--- src/logic/iicrc_map.svh ---
// Register offsets, field positions, reset values and timing of the two-wire interface core
`ifndef IICRC_MAP_SVH
`define IICRC_MAP_SVH
// Byte offsets on the register bus
`define IICRC_OFS_CONTROL 4'h0
`define IICRC_OFS_STATUS 4'h4
`define IICRC_OFS_DATA 4'h8
`define IICRC_OFS_FORMAT 4'hc
// Control fields
`define IICRC_CTL_ENABLE 7
`define IICRC_CTL_IRQEN 6
`define IICRC_CTL_MASTER 5
`define IICRC_CTL_DIR 4
`define IICRC_CTL_SERIAL 3
// Format and own-address fields
`define IICRC_FMT_ORDER 7
`define IICRC_FMT_WAIT 6
`define IICRC_FMT_FIXED 8'h38
`define IICRC_ADR_FORMAT 0
// Status fields
`define IICRC_STS_BUSY 7
`define IICRC_STS_IRQ 6
`define IICRC_STS_ADDRESSED 5
`define IICRC_STS_ACKB 0
// Reset values
`define IICRC_RST_CONTROL 8'h00
`define IICRC_RST_FORMAT 8'h38
`define IICRC_RST_ADDRESS 8'h00
// Master clock half period
`define IICRC_CLK_NS 4
`define IICRC_SCL_HALF_NS 5000
`define IICRC_SCL_HALF_CYC ((`IICRC_SCL_HALF_NS + `IICRC_CLK_NS - 1) / `IICRC_CLK_NS)
`endif

--- src/logic/iicrc_pkg.sv ---
// Types shared by the two-wire interface core
package iicrc_pkg;
    // Master line sequencer states
    typedef enum logic [2:0] {
        MS_IDLE     = 3'b000,
        MS_START    = 3'b001,
        MS_RUN      = 3'b010,
        MS_STOP_LOW = 3'b011,
        MS_STOP     = 3'b100
    } iicrc_mstate_t;
    // Register bus address type
    typedef logic [3:0] iicrc_addr_t;
endpackage

--- src/logic/iicrc_core.sv ---
// Two-wire serial interface core with Wishbone register access
`timescale 1ns/10ps
`default_nettype none
`include "iicrc_map.svh"
module iicrc_core #(
    parameter int SCL_HALF = `IICRC_SCL_HALF_CYC
) (
    // Clock and reset
    input  wire logic                 clk_i,
    input  wire logic                 rst_i,
    input  wire logic                 standby_i,
    // Wishbone slave
    input  wire logic                 cyc_i,
    input  wire logic                 stb_i,
    input  wire logic                 we_i,
    input  wire iicrc_pkg::iicrc_addr_t adr_i,
    input  wire logic [3:0]           sel_i,
    input  wire logic [31:0]          dat_i,
    output logic [31:0]               dat_o,
    output logic                      ack_o,
    // Chip mode
    input  wire logic                 expanded_mode_i,
    // Two-wire pins
    input  wire logic                 scl_i,
    output logic                      scl_o,
    output logic                      scl_oe_o,
    input  wire logic                 sda_i,
    output logic                      sda_o,
    output logic                      sda_oe_o,
    // Interrupt to the CPU
    output logic                      irq_o
);
    import iicrc_pkg::*;

    // Number of data bits for a bit-count code
    function automatic logic [3:0] data_bits(input logic [2:0] code);
        data_bits = (code == 3'h0) ? 4'h8 : {1'b0, code};
    endfunction

    logic            rst;              // Chip reset or hardware standby
    logic            scl_s1, scl_s2, scl_s3; // Clock pin synchroniser and history
    logic            sda_s1, sda_s2, sda_s3; // Data pin synchroniser and history
    logic            scl_rise, scl_fall, start_det, stop_det;
    logic [7:0]      ctl_reg;          // interface_control
    logic [7:0]      fmt_reg;          // transfer_format
    logic [7:0]      sar_reg;          // own_slave_address
    logic [7:0]      shift_reg;        // shift_data
    logic            irq_reg, irq_seen_reg, ackb_reg, busy_reg;
    logic            go_reg;           // Frame launched
    logic [3:0]      bit_cnt_reg;      // Bits done in current frame
    logic            wait_reg;         // Waiting before acknowledge
    logic            addr_phase_reg;   // Frame is the address byte
    logic            addressed_reg;    // Selected as slave
    logic            ignore_reg;       // Not selected, idle until next start
    logic            sda_pull_reg, msda_reg, hold_reg, scl_gen_reg;
    iicrc_mstate_t   mstate_reg;
    logic [15:0]     timer_reg;
    logic            enable, master, dir, serial, active, tmo;
    logic [3:0]      dbits, flen;
    logic            wb_req, wb_wr, wb_rd, wr_data, rd_data, wr_sts;
    logic            out_bit, in_last, hold_want;
    logic [7:0]      shift_in;
    logic            irq_set, irq_clr, addr_match;

    assign rst     = rst_i | standby_i;
    assign enable  = ctl_reg[`IICRC_CTL_ENABLE];
    assign master  = ctl_reg[`IICRC_CTL_MASTER];
    assign dir     = ctl_reg[`IICRC_CTL_DIR];
    assign serial  = ctl_reg[`IICRC_CTL_SERIAL];
    assign dbits   = data_bits(fmt_reg[2:0]);
    assign flen    = serial ? dbits : dbits + 4'h1;
    assign active  = enable & go_reg & ~ignore_reg;
    assign tmo     = (timer_reg == 16'h0);

    // Bus strobes, one per transaction
    assign wb_req  = cyc_i & stb_i & ~ack_o;
    assign wb_wr   = wb_req & we_i & sel_i[0];
    assign wb_rd   = wb_req & ~we_i;
    assign wr_data = wb_wr & (adr_i == `IICRC_OFS_DATA);
    assign rd_data = wb_rd & (adr_i == `IICRC_OFS_DATA);
    assign wr_sts  = wb_wr & (adr_i == `IICRC_OFS_STATUS);

    // Line events from synchronised pins
    assign scl_rise  = scl_s2 & ~scl_s3;
    assign scl_fall  = ~scl_s2 & scl_s3;
    assign start_det = scl_s2 & scl_s3 & sda_s3 & ~sda_s2;
    assign stop_det  = scl_s2 & scl_s3 & ~sda_s3 & sda_s2;

    // Outgoing bit and incoming shift, by order
    assign out_bit  = fmt_reg[`IICRC_FMT_ORDER] ? shift_reg[0] : shift_reg[7];
    assign shift_in = fmt_reg[`IICRC_FMT_ORDER] ? {sda_s2, shift_reg[7:1]} : {shift_reg[6:0], sda_s2};
    assign in_last  = active & scl_rise & (bit_cnt_reg == dbits - 4'h1);
    assign addr_match = (shift_in[7:1] == sar_reg[7:1]);
    assign hold_want  = wait_reg | (~master & addressed_reg & ~go_reg);

    // Flag events
    assign irq_set = (in_last & ~serial & fmt_reg[`IICRC_FMT_WAIT])
                   | (active & scl_rise & (bit_cnt_reg + 4'h1 == flen))
                   | (in_last & addr_phase_reg & addr_match);
    assign irq_clr = wr_sts & ~dat_i[`IICRC_STS_IRQ] & irq_seen_reg;

    // Pin synchronisers
    always_ff @(posedge clk_i) begin
        if (rst) begin
            scl_s1 <= 1'b1;
            scl_s2 <= 1'b1;
            scl_s3 <= 1'b1;
            sda_s1 <= 1'b1;
            sda_s2 <= 1'b1;
            sda_s3 <= 1'b1;
        end else begin
            scl_s1 <= scl_i;
            scl_s2 <= scl_s1;
            scl_s3 <= scl_s2;
            sda_s1 <= sda_i;
            sda_s2 <= sda_s1;
            sda_s3 <= sda_s2;
        end
    end

    // Wishbone acknowledge and read data
    always_ff @(posedge clk_i) begin
        if (rst) begin
            ack_o <= 1'b0;
            dat_o <= 32'h0;
        end else begin
            ack_o <= wb_req;
            dat_o <= 32'h0;
            if (wb_rd) begin
                if (adr_i == `IICRC_OFS_CONTROL) begin
                    dat_o[7:0] <= ctl_reg;
                end else if (adr_i == `IICRC_OFS_STATUS) begin
                    dat_o[7:0] <= {busy_reg, irq_reg, addressed_reg, 4'h0, ackb_reg};
                end else if (adr_i == `IICRC_OFS_DATA) begin
                    dat_o[7:0] <= shift_reg;
                end else if (adr_i == `IICRC_OFS_FORMAT) begin
                    // Shared offset, enable picks the register
                    dat_o[7:0] <= enable ? (fmt_reg | `IICRC_FMT_FIXED) : sar_reg;
                end
            end
        end
    end

    // Control register, direction bit also updated by address match
    always_ff @(posedge clk_i) begin
        if (rst) begin
            ctl_reg <= `IICRC_RST_CONTROL;
        end else if (wb_wr & (adr_i == `IICRC_OFS_CONTROL)) begin
            ctl_reg <= dat_i[7:0];
        end else if (in_last & addr_phase_reg & addr_match) begin
            ctl_reg[`IICRC_CTL_DIR] <= shift_in[0];   // Read request makes slave transmit
        end
    end

    // Format and own-address registers on a shared offset
    always_ff @(posedge clk_i) begin
        if (rst) begin
            fmt_reg <= `IICRC_RST_FORMAT;
            sar_reg <= `IICRC_RST_ADDRESS;
        end else if (wb_wr & (adr_i == `IICRC_OFS_FORMAT)) begin
            if (enable) begin
                fmt_reg <= (dat_i[7:0] & 8'hc7) | `IICRC_FMT_FIXED;
            end else begin
                sar_reg <= dat_i[7:0];
            end
        end
    end

    // Interrupt flag: read as one arms, write zero clears, set wins
    always_ff @(posedge clk_i) begin
        if (rst) begin
            irq_reg      <= 1'b0;
            irq_seen_reg <= 1'b0;
        end else begin
            if (irq_set) begin
                irq_reg <= 1'b1;
            end else if (irq_clr) begin
                irq_reg <= 1'b0;
            end
            if (irq_set | irq_clr) begin
                irq_seen_reg <= 1'b0;
            end else if (wb_rd & (adr_i == `IICRC_OFS_STATUS) & irq_reg) begin
                irq_seen_reg <= 1'b1;
            end
        end
    end

    // Acknowledge level and bus busy
    always_ff @(posedge clk_i) begin
        if (rst) begin
            ackb_reg <= 1'b0;
            busy_reg <= 1'b0;
        end else begin
            if (active & scl_rise & ~serial & (bit_cnt_reg == dbits) & dir & ~addr_phase_reg) begin
                ackb_reg <= sda_s2;              // Acknowledge seen from receiver
            end else if (wr_sts) begin
                ackb_reg <= dat_i[`IICRC_STS_ACKB];
            end
            if (start_det) begin
                busy_reg <= 1'b1;
            end else if (stop_det) begin
                busy_reg <= 1'b0;
            end
        end
    end

    // Shift data register, left unset by reset
    always_ff @(posedge clk_i) begin
        if (wr_data) begin
            shift_reg <= dat_i[7:0];
        end else if (active & scl_rise & (bit_cnt_reg < dbits)) begin
            shift_reg <= shift_in;
        end
    end

    // Frame launch, bit counting and slave selection
    always_ff @(posedge clk_i) begin
        if (rst) begin
            go_reg         <= 1'b0;
            bit_cnt_reg    <= 4'h0;
            wait_reg       <= 1'b0;
            addr_phase_reg <= 1'b0;
            addressed_reg  <= 1'b0;
            ignore_reg     <= 1'b0;
        end else if (~enable | stop_det) begin
            go_reg         <= 1'b0;
            bit_cnt_reg    <= 4'h0;
            wait_reg       <= 1'b0;
            addr_phase_reg <= 1'b0;
            addressed_reg  <= 1'b0;
            ignore_reg     <= 1'b0;
        end else if (start_det) begin
            bit_cnt_reg <= 4'h0;
            wait_reg    <= 1'b0;
            ignore_reg  <= 1'b0;
            if (~master & ~sar_reg[`IICRC_ADR_FORMAT]) begin
                go_reg         <= 1'b1;  // Address byte received automatically
                addr_phase_reg <= 1'b1;
                addressed_reg  <= 1'b0;
            end else begin
                go_reg         <= 1'b0;
                addr_phase_reg <= 1'b0;
                addressed_reg  <= ~master;
            end
        end else begin
            if ((wr_data & dir) | (rd_data & ~dir)) begin
                go_reg <= 1'b1;
            end
            if (irq_clr) begin
                wait_reg <= 1'b0;
            end
            if (active & scl_rise) begin
                if (in_last & ~serial & fmt_reg[`IICRC_FMT_WAIT]) begin
                    wait_reg <= 1'b1;
                end
                if (in_last & addr_phase_reg) begin
                    if (addr_match) begin
                        addressed_reg <= 1'b1;
                    end else begin
                        ignore_reg     <= 1'b1;
                        go_reg         <= 1'b0;
                        addr_phase_reg <= 1'b0;
                    end
                end
                if (bit_cnt_reg + 4'h1 == flen) begin
                    bit_cnt_reg    <= 4'h0;
                    go_reg         <= 1'b0;
                    addr_phase_reg <= 1'b0;
                end else begin
                    bit_cnt_reg <= bit_cnt_reg + 4'h1;
                end
            end
        end
    end

    // Data line drive on each falling clock edge
    always_ff @(posedge clk_i) begin
        if (rst) begin
            sda_pull_reg <= 1'b0;
        end else if (~active) begin
            if (~enable | scl_fall) begin
                sda_pull_reg <= 1'b0;
            end
        end else if (scl_fall | (~scl_s2 & (bit_cnt_reg == 4'h0))) begin
            // First bit is placed while the clock is still low after launch
            if (bit_cnt_reg < dbits) begin
                sda_pull_reg <= dir & ~addr_phase_reg & ~out_bit;
            end else if (addr_phase_reg) begin
                sda_pull_reg <= 1'b1;                        // Acknowledge own address
            end else begin
                sda_pull_reg <= ~dir & ~ackb_reg;            // Receiver sends chosen level
            end
        end
    end

    // Clock hold for wait and for an addressed slave between frames
    always_ff @(posedge clk_i) begin
        if (rst) begin
            hold_reg <= 1'b0;
        end else if (~enable | ~hold_want) begin
            hold_reg <= 1'b0;
        end else if (scl_fall) begin
            hold_reg <= 1'b1;
        end
    end

    // Master start, clocking and stop sequencer
    always_ff @(posedge clk_i) begin
        if (rst) begin
            mstate_reg  <= MS_IDLE;
            timer_reg   <= 16'h0;
            scl_gen_reg <= 1'b0;
            msda_reg    <= 1'b0;
        end else if (~enable | ~master) begin
            mstate_reg  <= MS_IDLE;
            scl_gen_reg <= 1'b0;
            msda_reg    <= 1'b0;
        end else begin
            timer_reg <= tmo ? 16'h0 : timer_reg - 16'h1;
            case (mstate_reg)
                MS_IDLE: begin
                    if (wr_sts & dat_i[`IICRC_STS_BUSY] & ~busy_reg) begin
                        msda_reg   <= 1'b1;          // Data low while clock high
                        timer_reg  <= 16'(SCL_HALF - 1);
                        mstate_reg <= MS_START;
                    end
                end
                MS_START: begin
                    if (tmo) begin
                        scl_gen_reg <= 1'b1;
                        msda_reg    <= 1'b0;
                        timer_reg   <= 16'(SCL_HALF - 1);
                        mstate_reg  <= MS_RUN;
                    end
                end
                MS_RUN: begin
                    if (wr_sts & ~dat_i[`IICRC_STS_BUSY] & busy_reg) begin
                        mstate_reg <= MS_STOP_LOW;
                        timer_reg  <= 16'(SCL_HALF - 1);
                    end else if (tmo & ((go_reg & ~wait_reg) | ~scl_gen_reg)) begin
                        scl_gen_reg <= ~scl_gen_reg; // Ends each frame with clock low
                        timer_reg   <= 16'(SCL_HALF - 1);
                    end else if (scl_gen_reg & ~go_reg) begin
                        timer_reg <= 16'(SCL_HALF - 1); // Full low half after launch
                    end
                end
                MS_STOP_LOW: begin
                    scl_gen_reg <= 1'b1;
                    msda_reg    <= 1'b1;
                    if (tmo) begin
                        scl_gen_reg <= 1'b0;
                        timer_reg   <= 16'(SCL_HALF - 1);
                        mstate_reg  <= MS_STOP;
                    end
                end
                MS_STOP: begin
                    if (tmo) begin
                        msda_reg   <= 1'b0;          // Data rises while clock high
                        mstate_reg <= MS_IDLE;
                    end
                end
                default: begin
                    mstate_reg <= MS_IDLE;
                end
            endcase
        end
    end

    // Registered pin drives and interrupt
    always_ff @(posedge clk_i) begin
        if (rst) begin
            scl_o    <= 1'b0;
            sda_o    <= 1'b0;
            scl_oe_o <= 1'b0;
            sda_oe_o <= 1'b0;
            irq_o    <= 1'b0;
        end else begin
            scl_o    <= 1'b0;
            sda_o    <= 1'b0;
            scl_oe_o <= enable & (scl_gen_reg | hold_reg);
            sda_oe_o <= enable & ~expanded_mode_i & (sda_pull_reg | msda_reg);
            irq_o    <= irq_reg & ctl_reg[`IICRC_CTL_IRQEN];
        end
    end
endmodule
`default_nettype wire

--- config.mk ---
export PLATFORM = sky130hd
export DESIGN_NAME = iicrc_core
export DESIGN_NICKNAME = d
export VERILOG_FILES = /design/src/logic/iicrc_pkg.sv /design/src/logic/iicrc_core.sv
export VERILOG_INCLUDE_DIRS = /design/src /design/src/logic
export SDC_FILE = /design/constraint.sdc
export NUM_CORES = 1
export LEC_CHECK = 0
export ABC_AREA = 1
export BUFFER_PORTS_ARGS = -buffer_cell sky130_fd_sc_hd__buf_2
export CELL_PAD_IN_SITES_DETAIL_PLACEMENT = 2
export CELL_PAD_IN_SITES_GLOBAL_PLACEMENT = 2
export CORE_ASPECT_RATIO = 0.75
export CORE_MARGIN = 2
export CORE_UTILIZATION = 30
export CTS_BUF_LIST = sky130_fd_sc_hd__clkbuf_8
export DETAILED_ROUTE_END_ITERATION = 8
export GPL_ROUTABILITY_DRIVEN = 0
export PLACE_DENSITY = 0.87
export SYNTH_ARGS = -nofsm -noshare
export SYNTH_HDL_FRONTEND = slang
export SYNTH_SLANG_ARGS = --single-unit
export TNS_END_PERCENT = 20
--- constraint.sdc ---
create_clock -name clk_i -period 3.1 [get_ports clk_i]
set_input_delay 0.465 -clock clk_i [delete_from_list [all_inputs] [get_ports clk_i]]
set_output_delay 0.465 -clock clk_i [all_outputs]
set_load 0.01 [all_outputs]
==> results.sh <==
export IMPL_chipHeight_um=115
export IMPL_routed_wirelength_mm=17.0
export IMPL_synth_main_ff_cell="dfxtp_1"
export IMPL_postLayoutCoreUtil=0.337
export IMPL_antenna_cells=0
export IMPL_grt_pass1_vias=5045
export IMPL_dp_slack_ns=0.778
export IMPL_ios=87
export IMPL_postCtsHoldBufs=0
export IMPL_setup_viol=0
export IMPL_p_per_area_nw_per_um2=370
export IMPL_antenna_found_initial=0
export IMPL_crit_arrival_ns=2.36
export IMPL_clock_path_buffers=2
export IMPL_grt_pass1_wl_mm=27.7
export IMPL_drtAntennaViolNets=0
export IMPL_yosys_warnings=0
export IMPL_clockRootBuffer="clkbuf_8"
export IMPL_relSlewSlack=0.539
export IMPL_yosysSeqAreaShare=0.352
export IMPL_peakVddDrop_mv=0.189
export IMPL_synth_top_cell_by_area="dfxtp_1"
export IMPL_finalHoldViolCount=0
export IMPL_syn_area_um2=4940
export IMPL_placed_area_um2=5220
export IMPL_slew_violations=0
export IMPL_cp_end_kind="flip-flop"
export IMPL_grt_max_degree=32
export IMPL_startpoint_type="flip-flop"
export IMPL_die_area_um2=17500
export IMPL_grt_busiest_layer="met2"
export IMPL_initial_core_util=0.308
export IMPL_htreeDepth=3
export IMPL_path_max_fanout=8
export IMPL_critPathKind="flip-flop to flip-flop"
export IMPL_tns_ns=0
export IMPL_layout_drive_gt1_share=0.137
export IMPL_leakage_nw=2.39
export IMPL_dp_hpwl_mm=13.2
export IMPL_grt_usage=0.202
export IMPL_rsz0062_at_grt="false"
export IMPL_synthCells=714
export IMPL_overflow=0
export IMPL_clkSlewWorstSetupHoldPaths_ns=0.09
export IMPL_slowest_stage="dfxtp_1"
export IMPL_rows=40
export IMPL_met2_usage=0.312
export IMPL_synthArstFlopShare=0
export IMPL_drc=0
export IMPL_avgSynthCellArea_um2=6.92
export IMPL_netlist_area_leader_share=0.304
export IMPL_timing_final_ws_setup_ns=0.843
export IMPL_ys_ff_latch=83
export IMPL_fmax_mhz=443
export IMPL_placedCellCount=945
export IMPL_fin_crit_sh=0.728
export IMPL_cts_setup_buffers=0
export IMPL_use_met1=0.292
export IMPL_post_cts_resized=0
export IMPL_cts_buffers_inserted=9
export IMPL_cts_sinks=83
export IMPL_finalClockSkew_ns=0.0185
export IMPL_min_period_ns=2.26
export IMPL_wl_per_cell_um=17.7
export IMPL_areaGrowthSynthToFinish_pct=9.39
export IMPL_met3_usage=0.0362
export IMPL_synthTopCellsByArea="dfxtp_1 (30%), nand2_1 (12%), nor2_1 (7.4%), inv_1 (6.0%), edfxtp_1 (4.9%)"
export IMPL_die_w_um=152
export IMPL_cp_cell_sequence="nor2_1 > inv_1 > nor2_1 > inv_1 > ha_1 > a21oi_1 > o21ai_0 > o21ai_0 > buf_4"
export IMPL_instances_no_fill=961
export IMPL_via_per_inst=5.00
export IMPL_ys_types=45
export IMPL_synth_most_common_cell="nand2_1"
export IMPL_core_area_um2=16100
export IMPL_initialDrtViolationCount=228
export IMPL_largest_reg_flops=16
export IMPL_clk_latency_ns=0.39
export IMPL_critPathRequiredTime_ns=3.20
export IMPL_worstHoldPathType="primary input to flip-flop"
export IMPL_critical_path_top_delay_family="compound AO/OA/AOI/OAI gates"
export IMPL_worst_pin_slew_ns=0.691
export IMPL_synth_edff_count=8
export IMPL_finalInstanceArea_um2=5410
export IMPL_outcome="finished, final reports clean"
export IMPL_maxCapViolations=0
export IMPL_cpPeakStageDelay_ns=0.39
export IMPL_layout_nets=803
export IMPL_port_buffers=33
export IMPL_vias=4802
export IMPL_worst_path_buf_inv=3
export IMPL_cts_tree="built"
export IMPL_drt_pass1_iter_count=4
export IMPL_synth_common_cells="nand2_1 (153), nor2_1 (97), inv_1 (79)"
## cell families (layout without fill, tap and decap cells)
logic type                 Yosys count  in the layout  synth area share
adders and majority gates            8              8            0.0202
xor gates and xnor gates            19             19            0.0337
DFF                                 83             83             0.352
other                                1             26          0.000759
and+or+nand+nor                    341            341             0.311
buffers and inverters              128            140             0.124
AOI/OAI and AO/OA                  134            134             0.158
## worst register-to-register path: cells and delay by family (launching register included)
kind | cells | cell delay [ns]
DFF | 1 | 0.39
buffers and inverters | 3 | 0.36
AOI/OAI and AO/OA | 3 | 0.65
adders and majority gates | 1 | 0.29
and+or+nand+nor | 2 | 0.30
## routing by layer
metal	vias up	part of all wire
li1	2327	-
met3	16	0.036
met2	81	0.43
met1	2378	0.52
met4	0	0.012
met5	-	0
## power breakdown
part,internal [W],switching (W)
Sequential,0.00108,0.00000195
Clock,0.000369,0.000451
Combinational,0.0000235,0.0000722
## layout make-up
| type | instances | area, um2 |
|---|---|---|
| Inverter | 86 | 325 |
| Clock inverter | 7 | 68.8 |
| Tap cell | 210 | 263 |
| Timing Repair Buffer | 38 | 203 |
| Fill cell | 1935 | 10700 |
| Multi-Input combinational cell | 528 | 2680 |
| Clock buffer | 9 | 124 |
| Sequential cell | 83 | 1740 |
## worst paths after layout
path	from	end	slack, ns	cells past startpoint
worst max register to register	fmt_reg[0]	shift_reg[7]	0.84	9
worst max-delay path	fmt_reg[0]	shift_reg[7]	0.84	9
worst min-delay path	expanded_mode_i	sda_oe_o	0.24	2
worst min register to register	scl_s1	scl_s2	0.43	1
## layout by cell type (no fill, tap or decap), types with 6 or more instances in the layout
master and n:
a21oi_1 40, a31oi_1 12, buf_2 33, clkbuf_8 9
conb_1 26, dfxtp_1 75, edfxtp_1 8, ha_1 8
inv_1 81, inv_2 6, nand2_1 153, nand3_1 40
nand3_2 6, nand4_1 6, nor2_1 97, nor2_2 11
nor3_1 6, o211ai_1 7, o21ai_0 47, o21ai_2 6
xor2_1 14
## per-stage QoR
step	hold WS (ns)	power, W
floorplan	0.393	0.00119
global placement	0.394	0.00120
detailed placement	0.411	0.00120
CTS	0.236	0.00202
global route	0.238	0.00208
finish	0.242	0.00200
No activity file was read; power rests on OpenSTA's default activity.
